**src/dcs_regs.svh**
```systemverilog
`ifndef DCS_REGS_SVH
`define DCS_REGS_SVH
`define DCS_CLK_HZ        100000000
`define DCS_BAUD          57600
`define DCS_BAUD_DIV      (`DCS_CLK_HZ / `DCS_BAUD)
`define DCS_SAMPLE_HZ     5000000
`define DCS_SAMPLE_DIV    (`DCS_CLK_HZ / `DCS_SAMPLE_HZ)
`define DCS_WINDOW_US     10500
`define DCS_WINDOW_SAMPLES ((`DCS_WINDOW_US * (`DCS_SAMPLE_HZ / 1000)) / 1000)
`define DCS_NO_SIGNAL     16'hffff
`define DCS_CHR_M         8'h6d
`define DCS_CHR_S         8'h73
`define DCS_CHR_1         8'h31
`define DCS_CHR_8         8'h38
`define DCS_CHR_0         8'h30
`define DCS_CHR_A_OFS     8'h57
`define DCS_CHR_SP        8'h20
`define DCS_CHR_CR        8'h0d
`define DCS_CHR_LF        8'h0a
`define DCS_TX_BITS       4'h9
`endif

```
**src/dcs_pkg.sv**
```systemverilog
package dcs_pkg;
   typedef enum logic [2:0]
   {
      DCS_IDLE  = 3'b000,
      DCS_MEAS  = 3'b001,
      DCS_EMIT  = 3'b010,
      DCS_NEXT  = 3'b011
   } dcs_state_t;
endpackage

```
**src/dcs_scanner.sv**
```systemverilog
// Notes on behaviour
// - Only the sensor being measured has its power output on; all others stay off.
// - Each sensor is powered for at most 10.5 ms per measurement, then the scan moves on.
// - The selector lines route exactly the sensor under measurement to the measurement input.
// - The selected signal is sampled at 5 MHz over a 10.5 ms window counting high and low samples.
// - All selected sensors are measured first and the results are sent only after the scan ends.
// - The serial link runs at 57600 baud, 8 data bits, no parity, one stop bit, no flow control.
// - Receiving m starts a continuous stream of repeated scans.
// - An unconnected sensor position reports FFFF in place of its times.
// - Each time is four ASCII hex digits, a space between the pair and CR LF after each sensor.
// - Receiving digit 1 to 8 runs one single pass over that many sensors from the first.
// - A sensor with no period-modulated signal in its window reports FFFF for both times.
`timescale 1ns/1ns
`include "dcs_regs.svh"
module dcs_scanner
   import dcs_pkg::*;
#(
   parameter int NUM_SENSORS = 8,
   parameter int WINDOW_SAMPLES = `DCS_WINDOW_SAMPLES,
   parameter int BAUD_DIV = `DCS_BAUD_DIV
)
(
   input  wire logic                   i_mclk,
   input  wire logic                   i_rst_n,
   input  wire logic                   i_sense,
   input  wire logic                   i_rxd,
   output logic [NUM_SENSORS-1:0]      o_sensor_pwr,
   output logic [2:0]                  o_sel,
   output logic                        o_txd,
   output logic                        o_busy
);
   localparam int CW = $clog2(WINDOW_SAMPLES + 1);
   localparam int BW = $clog2(BAUD_DIV + 1);

   // ---------------- serial receiver
   logic [BW-1:0]  rx_cnt_r;
   logic [3:0]     rx_bit_r;
   logic [7:0]     rx_sh_r;
   logic           rx_act_r;
   logic           rx_stb_r;
   logic [7:0]     rx_byte_r;
   wire            rx_tick = (rx_cnt_r == '0);
   always_ff @(posedge i_mclk)
   begin
      if (!i_rst_n)
      begin
         rx_cnt_r  <= '0;
         rx_bit_r  <= 4'h0;
         rx_sh_r   <= 8'h00;
         rx_act_r  <= 1'b0;
         rx_stb_r  <= 1'b0;
         rx_byte_r <= 8'h00;
      end
      else
      begin
         rx_stb_r <= 1'b0;
         if (!rx_act_r)
         begin
            if (!i_rxd)
            begin
               rx_act_r <= 1'b1;
               rx_bit_r <= 4'h0;
               rx_cnt_r <= BW'(BAUD_DIV / 2); // sample mid-bit
            end
         end
         else if (rx_tick)
         begin
            rx_cnt_r <= BW'(BAUD_DIV - 1);
            rx_bit_r <= rx_bit_r + 4'h1;
            if (rx_bit_r == 4'h0 && i_rxd)
               rx_act_r <= 1'b0;
            else if (rx_bit_r >= 4'h1 && rx_bit_r <= 4'h8)
               rx_sh_r <= {i_rxd, rx_sh_r[7:1]};
            else if (rx_bit_r == `DCS_TX_BITS)
            begin
               rx_act_r <= 1'b0;
               if (i_rxd)
               begin
                  rx_stb_r  <= 1'b1;
                  rx_byte_r <= rx_sh_r;
               end
            end
         end
         else
            rx_cnt_r <= rx_cnt_r - BW'(1);
      end
   end

   wire cmd_m   = rx_stb_r && rx_byte_r == `DCS_CHR_M;
   wire cmd_s   = rx_stb_r && rx_byte_r == `DCS_CHR_S;
   wire cmd_num = rx_stb_r && rx_byte_r >= `DCS_CHR_1 && rx_byte_r <= `DCS_CHR_8;
   wire [3:0] cmd_cnt = 4'(rx_byte_r - `DCS_CHR_0);

   // ---------------- measurement and emit sequencer
   dcs_state_t      st_r;
   logic            cont_r;
   logic [3:0]      last_r;
   logic [3:0]      idx_r;
   logic [6:0]      div_r;
   logic [CW-1:0]   win_r;
   logic [15:0]     hi_r;
   logic [15:0]     lo_r;
   logic            prev_r;
   logic [15:0]     edges_r;
   logic [15:0]     res_hi [NUM_SENSORS];
   logic [15:0]     res_lo [NUM_SENSORS];
   logic [3:0]      ch_r;
   logic [3:0]      pos_r;

   wire samp    = (div_r == 7'(`DCS_SAMPLE_DIV - 1));
   wire win_end = samp && (win_r == CW'(WINDOW_SAMPLES - 1));
   // need two transitions and each level seen at least once
   wire valid_sig = (edges_r >= 16'h0002) && hi_r != '0 && lo_r != '0;

   // emit byte selection
   logic [15:0] word;
   logic [3:0]  nib;
   logic [7:0]  emit_ch;
   assign word = (pos_r < 4'h5) ? res_hi[ch_r[2:0]] : res_lo[ch_r[2:0]];
   assign nib  = (pos_r == 4'h0 || pos_r == 4'h5) ? word[15:12] :
                 (pos_r == 4'h1 || pos_r == 4'h6) ? word[11:8]  :
                 (pos_r == 4'h2 || pos_r == 4'h7) ? word[7:4]   : word[3:0];
   assign emit_ch = (pos_r == 4'h4) ? `DCS_CHR_SP :
                    (pos_r == 4'h9) ? `DCS_CHR_CR :
                    (pos_r == 4'ha) ? `DCS_CHR_LF :
                    (nib < 4'ha) ? (`DCS_CHR_0 + 8'(nib)) : (`DCS_CHR_A_OFS + 8'(nib));

   // two-entry buffer feeding the transmitter
   logic [7:0] fb_d [2];
   logic [1:0] fb_cnt_r;
   logic       fb_rd_r;
   logic       fb_wr_r;
   wire        fb_in_ready  = (fb_cnt_r != 2'd2);
   wire        fb_out_valid = (fb_cnt_r != 2'd0);
   logic       tx_ready;
   wire        emit_done = (ch_r == last_r);
   wire        push = (st_r == DCS_EMIT) && fb_in_ready && !emit_done;
   wire        pop  = fb_out_valid && tx_ready;

   always_ff @(posedge i_mclk)
   begin
      if (!i_rst_n)
      begin
         st_r    <= DCS_IDLE;
         cont_r  <= 1'b0;
         last_r  <= 4'h0;
         idx_r   <= 4'h0;
         div_r   <= 7'h00;
         win_r   <= '0;
         hi_r    <= 16'h0000;
         lo_r    <= 16'h0000;
         prev_r  <= 1'b0;
         edges_r <= 16'h0000;
         ch_r    <= 4'h0;
         pos_r   <= 4'h0;
      end
      else if (cmd_s)
      begin
         st_r   <= DCS_IDLE;
         cont_r <= 1'b0;
      end
      else
      begin
         unique case (st_r)
            DCS_IDLE:
            begin
               if (cmd_m || cmd_num)
               begin
                  st_r    <= DCS_MEAS;
                  cont_r  <= cmd_m;
                  last_r  <= cmd_m ? 4'(NUM_SENSORS) : cmd_cnt;
                  idx_r   <= 4'h0;
                  div_r   <= 7'h00;
                  win_r   <= '0;
                  hi_r    <= 16'h0000;
                  lo_r    <= 16'h0000;
                  edges_r <= 16'h0000;
                  prev_r  <= i_sense;
               end
            end
            DCS_MEAS:
            begin
               div_r <= samp ? 7'h00 : div_r + 7'h01;             // 5 MHz sample tick
               if (samp)
               begin
                  win_r  <= win_r + CW'(1);
                  prev_r <= i_sense;
                  if (i_sense)
                     hi_r <= hi_r + 16'h0001;
                  else
                     lo_r <= lo_r + 16'h0001;
                  if (i_sense != prev_r && edges_r != 16'hffff)
                     edges_r <= edges_r + 16'h0001;
               end
               if (win_end)                                       // power off at window end
               begin
                  st_r <= DCS_NEXT;
               end
            end
            DCS_NEXT:
            begin
               // counts now hold the last sample of the window as well
               res_hi[idx_r[2:0]] <= valid_sig ? hi_r : `DCS_NO_SIGNAL;
               res_lo[idx_r[2:0]] <= valid_sig ? lo_r : `DCS_NO_SIGNAL;
               hi_r    <= 16'h0000;
               lo_r    <= 16'h0000;
               edges_r <= 16'h0000;
               win_r   <= '0;
               div_r   <= 7'h00;
               prev_r  <= i_sense;
               if (idx_r + 4'h1 < last_r)
               begin
                  idx_r <= idx_r + 4'h1;
                  st_r  <= DCS_MEAS;
               end
               else
               begin
                  ch_r  <= 4'h0;
                  pos_r <= 4'h0;
                  st_r  <= DCS_EMIT;                              // send after whole scan
               end
            end
            DCS_EMIT:
            begin
               if (push)
               begin
                  pos_r <= (pos_r == 4'ha) ? 4'h0 : pos_r + 4'h1;
                  if (pos_r == 4'ha)
                     ch_r <= ch_r + 4'h1;
               end
               // wait for the line to drain so the next window sees a quiet link
               if (emit_done && !fb_out_valid && tx_ready)
               begin
                  idx_r <= 4'h0;
                  st_r  <= cont_r ? DCS_MEAS : DCS_IDLE;
               end
            end
            default:
               st_r <= DCS_IDLE;
         endcase
      end
   end

   always_ff @(posedge i_mclk)
   begin
      if (!i_rst_n)
      begin
         fb_cnt_r <= 2'd0;
         fb_rd_r  <= 1'b0;
         fb_wr_r  <= 1'b0;
      end
      else
      begin
         if (push)
         begin
            fb_d[fb_wr_r] <= emit_ch;
            fb_wr_r       <= ~fb_wr_r;
         end
         if (pop)
            fb_rd_r <= ~fb_rd_r;
         fb_cnt_r <= fb_cnt_r + 2'(push) - 2'(pop);
      end
   end

   // ---------------- serial transmitter
   logic [BW-1:0] tx_cnt_r;
   logic [3:0]    tx_bit_r;
   logic [8:0]    tx_sh_r;
   logic          tx_act_r;
   assign tx_ready = !tx_act_r;
   always_ff @(posedge i_mclk)
   begin
      if (!i_rst_n)
      begin
         tx_cnt_r <= '0;
         tx_bit_r <= 4'h0;
         tx_sh_r  <= 9'h1ff;
         tx_act_r <= 1'b0;
         o_txd    <= 1'b1;
      end
      else if (pop)
      begin
         tx_act_r <= 1'b1;
         tx_sh_r  <= {1'b1, fb_d[fb_rd_r]};                       // 8N1 frame
         tx_bit_r <= 4'h0;
         tx_cnt_r <= BW'(BAUD_DIV - 1);
         o_txd    <= 1'b0;
      end
      else if (tx_act_r)
      begin
         if (tx_cnt_r == '0)
         begin
            tx_cnt_r <= BW'(BAUD_DIV - 1);
            if (tx_bit_r == `DCS_TX_BITS)
               tx_act_r <= 1'b0;
            else
            begin
               o_txd    <= tx_sh_r[0];
               tx_sh_r  <= {1'b1, tx_sh_r[8:1]};
               tx_bit_r <= tx_bit_r + 4'h1;
            end
         end
         else
            tx_cnt_r <= tx_cnt_r - BW'(1);
      end
   end

   // ---------------- sensor power and selector outputs
   genvar g;
   generate
      for (g = 0; g < NUM_SENSORS; g++)
      begin : g_pwr
         always_ff @(posedge i_mclk)
         begin
            if (!i_rst_n)
               o_sensor_pwr[g] <= 1'b0;
            else
               o_sensor_pwr[g] <= (st_r == DCS_MEAS) && !win_end && !cmd_s && (idx_r == 4'(g));
         end
      end
   endgenerate

   always_ff @(posedge i_mclk)
   begin
      if (!i_rst_n)
      begin
         o_sel  <= 3'h0;
         o_busy <= 1'b0;
      end
      else
      begin
         o_sel  <= idx_r[2:0];
         o_busy <= (st_r != DCS_IDLE);
      end
   end
endmodule

```
**config.mk**
```make
export PLATFORM = sky130hd
export DESIGN_NAME = dcs_scanner
export DESIGN_NICKNAME = d
export VERILOG_FILES = /design/src/dcs_pkg.sv /design/src/dcs_scanner.sv
export VERILOG_INCLUDE_DIRS = /design/src
export SDC_FILE = /design/constraint.sdc
export NUM_CORES = 1
export LEC_CHECK = 0
export CORE_MARGIN = 2
export CORE_UTILIZATION = 44
export CTS_CLUSTER_DIAMETER = 40
export DETAILED_ROUTE_END_ITERATION = 12
export DONT_BUFFER_PORTS = 1
export RECOVER_POWER = 25
export SYNTH_ARGS = -nofsm -noshare
export SYNTH_HDL_FRONTEND = slang
export SYNTH_SLANG_ARGS = --single-unit
```
**constraint.sdc**
```tcl
create_clock -name i_mclk -period 5.63 [get_ports i_mclk]
set_input_delay 1.126 -clock i_mclk [delete_from_list [all_inputs] [get_ports i_mclk]]
set_output_delay 1.126 -clock i_mclk [all_outputs]
set_load 0.05 [all_outputs]
```
# Word level (Yosys, flattened, before mapping)

Memory sizes are Yosys's and may differ from the RTL's. A register that Yosys moved wholly into a read port is not among the register bits.
Index checks and enable logic that the tools add are counted.

Bits of input ports: 4
Register bits: 166
Memories: 3
Memory bits (writable): 272
Output and inout port bits: 13

Memory list:

| memory | words | width | rd ports | clocked after Yosys merged registers in | wr ports | RTL line           | RTL |
|---|---|---|---|---|---|---|---|
| res_hi | 8     | 16    | 1        | 1                                       | 1        | dcs_scanner.sv:105 | `logic [15:0] res_hi [NUM_SENSORS];` |
| res_lo | 8     | 16    | 1        | 1                                       | 1        | dcs_scanner.sv:106 | `logic [15:0] res_lo [NUM_SENSORS];` |
| fb_d   | 2     | 8     | 1        | 1                                       | 1        | dcs_scanner.sv:129 | `logic [7:0] fb_d [2];` |

Equality and inequality tests: 42
Bitwise gates (word level): 10
Add/subtract/negate cells: 17
Multiplexer cells: 87
Reductions and logical operators: 68
$lt $le $gt $ge: 8

Operators with widths:

| cell                  | count |
|---|---|
| $pmux 16 s3           | 4 |
| $mux 16               | 11 |
| $mux 11               | 6 |
| $add 16x1->16 const B | 4 |
| $mux 8                | 8 |
| $mux 4                | 15 |
| $eq 4x3->1 const B    | 8 |
| $reduce_bool 16->1    | 2 |
| $mux 1                | 27 |
| $logic_and 1x1->1     | 25 |
| $reduce_and 5->1      | 5 |
| $logic_not 11->1      | 2 |
| $ne 2x2->1 const B    | 11 |
| $sub 11x1->11 const B | 2 |
| $mux 3                | 7 |
| $pmux 7 s3            | 1 |
| $add 4x1->4 const B   | 5 |
| $eq 16x16->1 const B  | 1 |
| $eq 4x4->1 const B    | 4 |
| $eq 8x7->1 const B    | 2 |
| $ge 16x2->1 const B   | 1 |
| $ne 16x16->1 const B  | 1 |
| $pmux 4 s2            | 2 |
| $reduce_and 3->1      | 5 |
| 38 further kinds      | 73 |

# Logic depth before layout (Yosys ltp)

Depth in word-level cells: 10
Gate-level depth with buffers: 14
Mapped depth without buffers: 11

# Worst setup path before layout

No wires, ideal clock.

Kind: input -> register
From: input port i_rst_n
To: memory res_hi[1][0], enable pin
Arrival: 3979 ps
Required time: 5169 ps
Stages: 5
Path slack: 1190 ps
Buffers on the path: 1
Path through: clkbuf_1 -> clkinv_1 -> nor2_1 -> nand3_1 -> nor3_1

Word-level cells in the longest chain between the ends: 2

RTL lines:

| element          | RTL line           | RTL |
|---|---|---|
| from (decl)      | dcs_scanner.sv:24  | `input wire logic i_rst_n,` |
| $mux 1           | dcs_scanner.sv:142 | `if (!i_rst_n)` |
| $mux 1 (no line) | -                  |  |
| to (decl)        | dcs_scanner.sv:105 |  |

No other way between the ends.

# Worst setup path after layout

From: input port i_rst_n
To: memory fb_d[0][2], enable pin

Word-level cells in the longest chain between the ends: 2

RTL lines:

| element                      | RTL line           | RTL |
|---|---|---|
| $mux 1                       | dcs_scanner.sv:246 | `if (!i_rst_n)` |
| $mux 1 (not written as such) | dcs_scanner.sv:256 | `fb_d[fb_wr_r] <= emit_ch;` |
| to (decl)                    | dcs_scanner.sv:129 |  |

No other way between the ends.

==> impl_metrics.tcl <==
set metrics [dict create \
    grt_pass1_wl_um 63500 \
    synth_edf_count 270 \
    synth-main-ff-cell "edfxtp_1" \
    drive_above_1_share 0.156 \
    design.core.area_um2 41900 \
    max_freq_mhz 245 \
    dpl.hpwl_um 25300 \
    setup_viol 0 \
    dp_slack_ns 1.72 \
    cts_tree "yes" \
    wirelength_um 39900 \
    wl_per_cell_um 19.4 \
    cpPeakStageDelay_ns 2.27 \
    avgSynthCellArea_um2 12.9 \
    arrival_ns 4.20 \
    cp-start-kind "input pin" \
    gp_congestion 0.831 \
    grt_max_degree 69 \
    irDropWorstVdd_uv 247 \
    synth.distinct_cells 82 \
    violations "max-capacitance violations, max-slew violations" \
    post_cts_resized 0 \
    dieArea_um2 44200 \
    endpoint_kind "flop" \
    hold_viol_final 0 \
    maxCapViolations 5 \
    yosys_warnings 0 \
    firstDrtPassIters 5 \
    netlist_area_um2 18700 \
    syn_nets 1480 \
    rsz0062_at_grt "no" \
    ios 17 \
    relSlewSlack -1.15 \
    synth-seq-cells 439 \
    holdCritPathClass "reg -> reg" \
    post-route-min-period_ns 4.09 \
    vias 11400 \
    p_total_mw 7.63 \
    path_cells "inv_1, clkbuf_1, nor3_1" \
    grt_pass1_vias 11300 \
    stdcell_area_um2 21200 \
    required_ns 5.75 \
    crit_type "in -> reg" \
    pwr_density_cell_nw_per_um2 360 \
    clock_sinks 439 \
    rows 75 \
    skew_ns 0.0246 \
    ant_nets 0 \
    antenna_found_initial 0 \
    yosysSeqAreaShare 0.614 \
    die_y_um 210 \
    final_common_cell "edfxtp_1" \
    p_leak_nw 5.89 \
    yosysTopAreaCell "edfxtp_1" \
    drt-initial-drc-count 754 \
    clk_latency_ns 0.61 \
    final_cell_mix "edfxtp_1, dfxtp_1, nor2_1, nand2_1, mux4_2" \
    synthTopCellsByArea "edfxtp_1, dfxtp_1, mux4_2, nor2_1, xnor2_1" \
    h-tree-depth 2 \
    synthCells 1450 \
    min_period_over_period 0.726 \
    slew_viol_final 184 \
    critPathMaxFanout 68 \
    worst_pin_slew_ns 3.22 \
    crit_slowest_cell "clkbuf_1" \
    layout.nets 1495 \
    cts-buffers-inserted 58 \
    timing.hold.ws_ns 0.472 \
    status "complete, but fails checks" \
    fillCellCount 3614 \
    track_usage 0.185 \
    die_w_um 210 \
    route.detailed.drc 0 \
    ctsHoldBuffers 0 \
    placed_cell_area_um2 19300 \
    overflow 0 \
    syn_to_final_growth_pct 13.4 \
    synthArstFlopShare 0 \
    synth_top_area_frac 0.433 \
    post_cts_buffers 0 \
    via_per_inst 5.56 \
    clockBufferDepth 3 \
    setup_tns_ns 0 \
    clk_pin_slew_ns 0.05 \
    cts_root_buffer "clkbuf_16" \
    diodes 0 \
    initial_utilization 0.446 \
    io_buffers 0 \
    finalWorstSetupSlack_ns 1.54 \
]
worst max-delay path, delay by kind of cell:
kind / cells / cell delay [ns]
buffers and inverters: 2 / 2.33
AND/OR/NAND/NOR: 1 / 0.70
synth_stat cells (all sizes together) (5+ instances only):
cell	count
a211oi	5
a21oi	53
a311oi	5
a31oi	5
and2	16
and3	13
buf	23
clkbuf	39
dfxtp	169
edfxtp	270
ha	26
inv	48
mux2	7
mux2i	26
mux4	71
nand2	99
nand2b	17
nand3	44
nand4	36
nor2	153
nor2b	7
nor3	35
nor4	25
nor4b	5
o2111ai	5
o211ai	7
o21a	5
o21ai	43
or2	32
or3	15
or4	6
xnor2	43
xor2	40
path summary, 6_finish.rpt:
check	from	to	slack, ns	cells after the start
setup / recovery	i_rst_n	fb_d[0][2]$_DFFE_PP_	1.54	3
hold / removal	prev_r$_SDFFE_PN0P_	prev_r$_SDFFE_PN0P_	0.47	2
setup reg to reg	pos_r[0]$_SDFFE_PN0P_	fb_d[0][0]$_DFFE_PP_	1.66	8
hold reg to reg	prev_r$_SDFFE_PN0P_	prev_r$_SDFFE_PN0P_	0.47	2
area by class of cell:
class | count | area [µm²] | area share
Clock inverter | 40 | 405 | 0.0191
Timing Repair Buffer | 17 | 113 | 0.00531
Sequential cell | 439 | 11500 | 0.542
Inverter | 50 | 188 | 0.00884
Multi-Input combinational cell | 899 | 6760 | 0.319
Clock buffer | 70 | 1580 | 0.0744
Tap cell | 539 | 674 | 0.0318
flip-flops by register name, summed over array words and instances (netlist names), 3 cells and up, named ones only:
register,flops
tx_bit_r,4
res_lo,128
rx_bit_r,4
idx_r,4
div_r,7
last_r,4
tx_sh_r,8
tx_cnt_r,11
o_sensor_pwr,8
edges_r,16
rx_byte_r,8
lo_r,16
fb_d,14
ch_r,4
pos_r,4
win_r,16
rx_sh_r,8
o_sel,3
res_hi,128
rx_cnt_r,11
hi_r,16
stage by stage:
stage	instances	util
floorplan	1450	-
global placement	1944	0.460
detailed placement	1944	0.460
CTS	2054	0.507
global route	2054	0.506
finish	2054	0.506
kinds of logic after synthesis:
group,after synthesis,share of synthesized area
muxes,104,0.105
DFF,439,0.614
and+or+nand+nor,519,0.140
xor gates and xnor gates,83,0.0389
AOI/OAI and AO/OA,167,0.0582
buffers and inverters,112,0.0260
adders and majority gates,26,0.0174
routing by layer:
metal | wire (µm) | part of all wire | vias up | track usage
met2 | 19400 | 0.49 | 235 | 0.302
met3 | 1940 | 0.049 | 57 | 0.0374
met4 | 788 | 0.020 | 0 | 0.0536
li1 | - | - | 5444 | -
met1 | 17800 | 0.45 | 5679 | 0.251
met5 | 0 | 0 | - | 0
power by group:
part | internal [mW] | leakage, nW | switching [mW]
combinational | 0.173 | 2.01 | 0.234
sequential | 3.45 | 2.92 | 0.0828
clock | 2.25 | 0.963 | 1.43
(Power assumes the default switching activity.)
